**config.mk**
```make
export PLATFORM = sky130hd
export DESIGN_NAME = isorw_channel
export DESIGN_NICKNAME = d
export VERILOG_FILES = /design/src/hdl/isorw_pkg.sv /design/src/hdl/isorw_sync3.sv /design/src/hdl/isorw_channel.sv
export SDC_FILE = /design/constraint.sdc
export NUM_CORES = 1
export LEC_CHECK = 0
export BUFFER_PORTS_ARGS = -buffer_cell sky130_fd_sc_hd__buf_2
export CAP_MARGIN = 0
export CORE_ASPECT_RATIO = 1.25
export CORE_MARGIN = 5
export CORE_UTILIZATION = 35
export CTS_BUF_LIST = sky130_fd_sc_hd__clkbuf_2 sky130_fd_sc_hd__clkbuf_4 sky130_fd_sc_hd__clkbuf_8
export CTS_CLUSTER_DIAMETER = 100
export CTS_CLUSTER_SIZE = 10
export DETAILED_ROUTE_END_ITERATION = 8
export SYNTH_ARGS = -nofsm -noshare
export SYNTH_HDL_FRONTEND = slang
export SYNTH_SLANG_ARGS = --single-unit
```
**constraint.sdc**
```tcl
create_clock -name clk -period 3.2 [get_ports clk]
set_clock_uncertainty 0.2 [all_clocks]
set_input_delay 0.32 -clock clk [delete_from_list [all_inputs] [get_ports clk]]
set_output_delay 0.32 -clock clk [all_outputs]
set_load 0.01 [all_outputs]
```
**src/hdl/isorw_pkg.sv**
```systemverilog
package isorw_pkg;

  // ==========================================================================
  // Timing
  // ==========================================================================
  localparam int CLK_PERIOD_PS     = 8000;
  localparam int REFRESH_IDLE_NS   = 140000;
  localparam int WATCHDOG_NS       = 200000;
  localparam int RECOVERY_US       = 150;
  localparam int PULSE_WIDTH_NS    = 1;
  // Least times round up, never below one cycle
  localparam int REFRESH_CYCLES    = (REFRESH_IDLE_NS * 1000 + CLK_PERIOD_PS - 1) / CLK_PERIOD_PS;
  localparam int WATCHDOG_CYCLES   = (WATCHDOG_NS * 1000 + CLK_PERIOD_PS - 1) / CLK_PERIOD_PS;
  localparam int PULSE_CYCLES      = (PULSE_WIDTH_NS * 1000 + CLK_PERIOD_PS - 1) / CLK_PERIOD_PS;
  localparam int CNT_W             = 16;

  // ==========================================================================
  // Reset values
  // ==========================================================================
  localparam logic RST_INPUT_LEVEL = 1'b0;
  localparam logic RST_LATCH_LEVEL = 1'b0;

  // ==========================================================================
  // Barrier pulse carrier
  // ==========================================================================
  typedef struct packed {
    logic set;
    logic reset;
  } isorw_pulse_t;

endpackage

```
**src/hdl/isorw_sync3.sv**
```systemverilog
`timescale 1ns/1ps
module isorw_sync3
  import isorw_pkg::*;
(
  // Clock and reset
  input  wire logic clk,
  input  wire logic rst_b,
  // Asynchronous level in, filtered level out
  input  wire logic async_in,
  input  wire logic rst_level,
  output logic      level
);

  logic s1;
  logic s2;
  logic s3;

  always_ff @(posedge clk) begin
    if (!rst_b) begin
      // Stages start at the idle level so no false change follows reset
      s1 <= rst_level;
      s2 <= rst_level;
      s3 <= rst_level;
    end else begin
      s1 <= async_in;
      s2 <= s1;
      s3 <= s2;
    end
  end

  // Change accepted once second and third stage agree
  always_ff @(posedge clk) begin
    if (!rst_b) begin
      level <= rst_level;
    end else if (s2 == s3) begin
      level <= s3;
    end
  end

endmodule

```
**src/hdl/isorw_channel.sv**
```systemverilog
`timescale 1ns/1ps
// Functional notes
// - Each input edge sends one short pulse across the barrier marking rise or fall.
// - The receive decoder is a latch set by rise pulses, reset by fall pulses, holding otherwise.
// - With refresh enabled and input idle beyond about 140 us, refresh pulses of the input level repeat.
// - With watchdog enabled and no pulse for about 200 us, the output goes to the default level.
// - The default level is a build-time parameter of the channel.
// - Refresh and watchdog run while the enables are low and are off while they are high.
// - In low-power mode the output changes only on input edges; an earlier level is not forwarded.
// - With refresh and watchdog off and input side dead, the output holds its last level.
// - With refresh on, the output follows the input again within a bounded time after power returns.
module isorw_channel
  import isorw_pkg::*;
#(
  parameter logic DEFAULT_LEVEL = 1'b1,
  parameter int   REFRESH_CYC   = REFRESH_CYCLES,
  parameter int   WATCHDOG_CYC  = WATCHDOG_CYCLES
)(
  // Clock and reset
  input  wire logic clk,
  input  wire logic rst_b,
  // Side 1
  input  wire logic channel_a_input,
  input  wire logic side1_enable_b,
  input  wire logic side1_powered,
  // Side 2
  input  wire logic side2_enable_b,
  output logic      channel_a_output,
  output logic      watchdog_tripped
);

  // ==========================================================================
  // Input conditioning
  // ==========================================================================
  logic in_level;
  logic en1_b;
  logic en2_b;
  logic prev_level;
  logic prev_valid;
  isorw_pulse_t tx_pulse;
  isorw_pulse_t rx_pulse;
  logic [CNT_W-1:0] refresh_cnt;
  logic [CNT_W-1:0] watchdog_cnt;
  logic edge_seen;
  logic refresh_due;
  logic tx_any;
  logic rx_any;

  // ==========================================================================
  // Receive mode
  // ==========================================================================
  typedef enum logic [2:0] {
    RX_LOW_POWER = 3'b001,
    RX_LIVE      = 3'b010,
    RX_DEAD      = 3'b100
  } isorw_rx_state_t;

  isorw_rx_state_t rx_state;
  isorw_rx_state_t next_rx_state;

  // ==========================================================================
  // Helpers
  // ==========================================================================
  // Shared by refresh and watchdog, both fire once the count reaches limit - 1, which is limit cycles after the last pulse
  function automatic logic limit_reached(input logic [CNT_W-1:0] count, input int limit);
    return count >= CNT_W'(limit - 1);
  endfunction

  isorw_sync3 u_sync_in (
    .clk       (clk),
    .rst_b     (rst_b),
    .async_in  (channel_a_input),
    .rst_level (RST_INPUT_LEVEL),
    .level     (in_level)
  );

  isorw_sync3 u_sync_en1 (
    .clk       (clk),
    .rst_b     (rst_b),
    .async_in  (side1_enable_b),
    .rst_level (1'b1),
    .level     (en1_b)
  );

  isorw_sync3 u_sync_en2 (
    .clk       (clk),
    .rst_b     (rst_b),
    .async_in  (side2_enable_b),
    .rst_level (1'b1),
    .level     (en2_b)
  );

  // ==========================================================================
  // Transmit side
  // ==========================================================================
  // Unpowered input side sends nothing; first level after power is a baseline
  always_ff @(posedge clk) begin
    if (!rst_b) begin
      prev_level <= RST_INPUT_LEVEL;
      prev_valid <= 1'b0;
    end else begin
      prev_level <= in_level;
      prev_valid <= side1_powered;
    end
  end

  assign edge_seen   = side1_powered && prev_valid && (in_level != prev_level);
  assign refresh_due = side1_powered && !en1_b && limit_reached(refresh_cnt, REFRESH_CYC);
  assign tx_any      = edge_seen || refresh_due;

  // Idle timer restarts on every pulse sent
  always_ff @(posedge clk) begin
    if (!rst_b) begin
      refresh_cnt <= '0;
    end else if (tx_any || en1_b || !side1_powered) begin
      refresh_cnt <= '0;
    end else begin
      refresh_cnt <= refresh_cnt + CNT_W'(1);
    end
  end

  // One-cycle pulse; 1 ns rounds up to one 8 ns clock
  always_ff @(posedge clk) begin
    if (!rst_b) begin
      tx_pulse <= '0;
    end else begin
      tx_pulse.set   <= tx_any && in_level;
      tx_pulse.reset <= tx_any && !in_level;
    end
  end

  assign rx_pulse = tx_pulse;
  assign rx_any   = rx_pulse.set || rx_pulse.reset;

  // ==========================================================================
  // Receive side
  // ==========================================================================
  // Watchdog timer restarts on every pulse received
  always_ff @(posedge clk) begin
    if (!rst_b) begin
      watchdog_cnt <= '0;
    end else if (rx_any || en2_b) begin
      watchdog_cnt <= '0;
    end else if (watchdog_cnt < CNT_W'(WATCHDOG_CYC)) begin
      watchdog_cnt <= watchdog_cnt + CNT_W'(1);
    end
  end

  always_ff @(posedge clk) begin
    if (!rst_b) begin
      rx_state <= RX_LOW_POWER;
    end else begin
      rx_state <= next_rx_state;
    end
  end

  // Dead stays dead until a pulse arrives or the watchdog is switched off
  always_comb begin
    next_rx_state = rx_state;
    case (rx_state)
      RX_LOW_POWER: begin
        if (!en2_b) begin
          next_rx_state = RX_LIVE;
        end
      end
      RX_LIVE: begin
        if (en2_b) begin
          next_rx_state = RX_LOW_POWER;
        end else if (!rx_any && limit_reached(watchdog_cnt, WATCHDOG_CYC)) begin
          next_rx_state = RX_DEAD;
        end
      end
      RX_DEAD: begin
        if (en2_b) begin
          next_rx_state = RX_LOW_POWER;
        end else if (rx_any) begin
          next_rx_state = RX_LIVE;
        end
      end
      default: begin
        next_rx_state = RX_LOW_POWER;
      end
    endcase
  end

  always_ff @(posedge clk) begin
    if (!rst_b) begin
      watchdog_tripped <= 1'b0;
    end else begin
      watchdog_tripped <= (next_rx_state == RX_DEAD);
    end
  end

  // ==========================================================================
  // Decoder
  // ==========================================================================
  // Bistable decoder; pulses win over watchdog, so recovery needs one pulse
  always_ff @(posedge clk) begin
    if (!rst_b) begin
      channel_a_output <= RST_LATCH_LEVEL;
    end else if (rx_pulse.set) begin
      channel_a_output <= 1'b1;
    end else if (rx_pulse.reset) begin
      channel_a_output <= 1'b0;
    end else if (next_rx_state == RX_DEAD) begin
      channel_a_output <= DEFAULT_LEVEL;
    end
    // Otherwise hold, also in low-power mode with input side dead
  end

endmodule

```
==> flow_metrics.env <==
export IMPL_slew_headroom_pct=60.5
export IMPL_nets=257
export IMPL_fin_tns_setup_ns=0
export IMPL_synth_seq_area_share_pct=49.0
export IMPL_maxSlewViolCount=0
export IMPL_syn_nets=244
export IMPL_finalSetupViolCount=0
export IMPL_seqPwrFrac_pct=61.6
export IMPL_clk_latency_ns=0.30
export IMPL_vdd_drop_max_mv=0.369
export IMPL_critPathMaxFanout=14
export IMPL_max_slew_worst_pin_slew_ns=0.591
export IMPL_cts_inserted_buffers=5
export IMPL_clock_sinks=53
export IMPL_grt_pass1_wl_mm=7.08
export IMPL_drt_iter0_markers=75
export IMPL_antenna_cells=0
export IMPL_crit_required_ns=3.24
export IMPL_yosys_warnings=0
export IMPL_hold_path_class="primary input to flip-flop"
export IMPL_dp_cells=325
export IMPL_drc=0
export IMPL_die_x_um=80.4
export IMPL_power_switching_uw=232
export IMPL_antenna_found_initial=0
export IMPL_postRouteAntennaNets=0
export IMPL_path_cells="ha_1 > o2111ai_1 > nand3_1 > a311oi_1 > nand2_1 > nor2_1"
export IMPL_critPathMaxStageDelay_ns=0.42
export IMPL_cts_htree_levels=2
export IMPL_netlist_area_um2=2170
export IMPL_gp_congestion=0.728
export IMPL_die_area_um2=7880
export IMPL_synthFlopType="dfxtp_1"
export IMPL_vias=1615
export IMPL_grt_usage_pct=10.9
export IMPL_final_layout_size_suffix_gt1_share_pct=8.80
export IMPL_cp_start_kind="flip-flop"
export IMPL_grt_pass1_vias=1652
export IMPL_synth_edf_count=0
export IMPL_clk_pin_slew_ns=0.10
export IMPL_post_route_period_util_pct=68.5
export IMPL_cellLeakagePower_uw=0.000843
export IMPL_io_pins=8
export IMPL_initial_utilization_pct=35.6
export IMPL_num_rows=32
export IMPL_portBuffers=7
export IMPL_slowest_stage="a311oi_1"
export IMPL_coreArea_um2=6090
export IMPL_syn_inst=236
export IMPL_wl_per_cell_um=11.4
export IMPL_fmax_mhz=456
export IMPL_status="finished, final reports clean"
export IMPL_die_y_um=98.0
export IMPL_period_minus_slack_ns=2.19
export IMPL_rsz0062_at_grt="no"
export IMPL_async_flop_share_pct=0
export IMPL_grt_ovfl_total=0
export IMPL_crit_arrival_ns=2.23
export IMPL_place_hpwl_mm=2.68
export IMPL_p_comb_share_pct=1.3
export IMPL_area_growth_pct=11.5
export IMPL_maxCapViolations=0
export IMPL_grt_max_degree=19
export IMPL_swShare_pct=21.4
export IMPL_end_kind="flip-flop"
export IMPL_firstDrtPassIters=6
export IMPL_drt_total_wl_mm=3.81
export IMPL_critPathKind="flip-flop to flip-flop"
export IMPL_p_int_uw=853
export IMPL_finalHoldViolations=0
export IMPL_layout_cells_non_filler=335
export IMPL_viasPerCell=4.82
export IMPL_powerDensity_nw_per_um2=448
export IMPL_synth_avg_cell_area_um2=9.18
export IMPL_synthDistinctLibCells=43
export IMPL_cts_tree="done"
export IMPL_fillerInstances=664
export IMPL_cts_root_buf="clkbuf_8"
export IMPL_cts_buffer_depth=2
export IMPL_clkPwrFrac_pct=37.1
export IMPL_ys_seq_elements=53
[flip-flops by register name, indices dropped and copies added (netlist names), 2 cells and up]
register and count:
rx_state 3, watchdog_cnt 16, refresh_cnt 16, rx_pulse 2
[cell usage after synthesis, types with 3 or more instances]
| library cell | instances | area share (%) |
|---|---|---|
| dfxtp_1 | 53 | 49 |
| nor2_1 | 27 | 4.7 |
| nand2_1 | 21 | 3.6 |
| nand3_1 | 15 | 3.5 |
| o21ai_0 | 12 | 2.8 |
| a21oi_1 | 11 | 2.5 |
| nand2b_1 | 11 | 3.2 |
| xor2_1 | 11 | 4.4 |
| and3_1 | 10 | 2.9 |
| xnor2_1 | 8 | 3.2 |
| or3_1 | 7 | 2.0 |
| and2_1 | 5 | 1.4 |
| nor3_1 | 4 | 0.92 |
| clkbuf_1 | 3 | 0.52 |
| inv_1 | 3 | 0.52 |
[power by group through the flow]
stage | registers [uW] | logic (uW) | clock network [uW]
2_1_floorplan | 682 | 6.86 | 0
4_1_cts | 668 | 13.8 | 420
6_report | 668 | 13.8 | 402
3_3_place_gp | 683 | 11.6 | 0
3_5_place_dp | 683 | 11.9 | 0
5_1_grt | 669 | 16.3 | 443
[timing repair]
action / in CTS / in global routing
endpoints found under the hold margin: 2 / 0
resized for setup: 0 / 0
buffers inserted: 0 / 0
hold buffers: 2 / 0
[cells by family (layout without fill, tap and decap cells)]
kind of cell / Yosys count / after routing / synth area share, %
buffers and inverters: 6 / 20 / 1.04
adder cells (fa/ha/maj): 2 / 2 / 1.15
AO/OA/AOI/OAI: 42 / 42 / 13.3
AND/OR/NAND/NOR: 113 / 113 / 27.7
other: 1 / 1 / 0.173
flip-flops: 53 / 53 / 49.0
XOR/XNOR: 19 / 19 / 7.68
[metrics by stage]
step                      worst slack [ns]  instance area, um2  util, %  total power [uW]  hold WS [ns]
after CTS                            0.971                2420     39.7              1100        0.0127
final                                 1.01                2420     39.7              1080        0.0200
after floorplan                       1.18                2170        -               689         0.186
after global placement                1.07                2300     37.7               695         0.190
after detailed placement              1.01                2300     37.7               695         0.203
after global routing                 0.743                2420     39.7              1130        0.0233
[layer usage]
metal / track usage (%) / vias to the layer above / part of all wire [%] / wire [um]
met4: 3.12 / 0 / 0.97 / 37
met1: 13.1 / 743 / 46 / 1760
met2: 19.0 / 12 / 50 / 1920
met5: 0 / - / 0 / 0
met3: 2.49 / 5 / 2.4 / 91
li1: - / 855 / - / -
[critical path, delay by kind of cell (launching register included)]
family	cells	cell delay, ns
DFF	1	0.35
and+or+nand+nor	3	0.70
adders and majority gates	1	0.26
AOI/OAI and AO/OA	2	0.62
[cell type report]
type / instances / area, um2 / share of cell area (%)
Multi-Input combinational cell: 177 / 1080 / 44.8
Sequential cell: 53 / 1060 / 43.9
Tap cell: 85 / 106 / 4.40
Clock buffer: 6 / 82.6 / 3.42
Timing Repair Buffer: 9 / 55.1 / 2.28
Clock inverter: 2 / 17.5 / 0.725
Inverter: 3 / 11.3 / 0.466
[final timing paths]
| check | cells after the start | to | slack [ns] | start |
|---|---|---|---|---|
| max | 6 | refresh_cnt[2]$_SDFF_PP0_ | 1.01 | refresh_cnt[0]$_SDFF_PP0_ |
| min | 2 | u_sync_in.s1$_SDFF_PN0_ | 0.02 | channel_a_input |
| max reg2reg | 6 | refresh_cnt[2]$_SDFF_PP0_ | 1.01 | refresh_cnt[0]$_SDFF_PP0_ |
| min reg2reg | 1 | u_sync_en2.s2$_SDFF_PN1_ | 0.22 | u_sync_en2.s1$_SDFF_PN1_ |
[cell usage in the layout, fill, tap and decap left out, types with 8 or more instances in the layout]
cell      synthesis  routed
and3_1           10      10
xor2_1           11      11
nand3_1          15      15
dfxtp_1          53      53
xnor2_1           8       8
nand2_1          21      21
nor2_1           27      27
a21oi_1          11      11
nand2b_1         11      11
o21ai_0          12      12
Note: power is estimated with default switching activity, not from simulation.
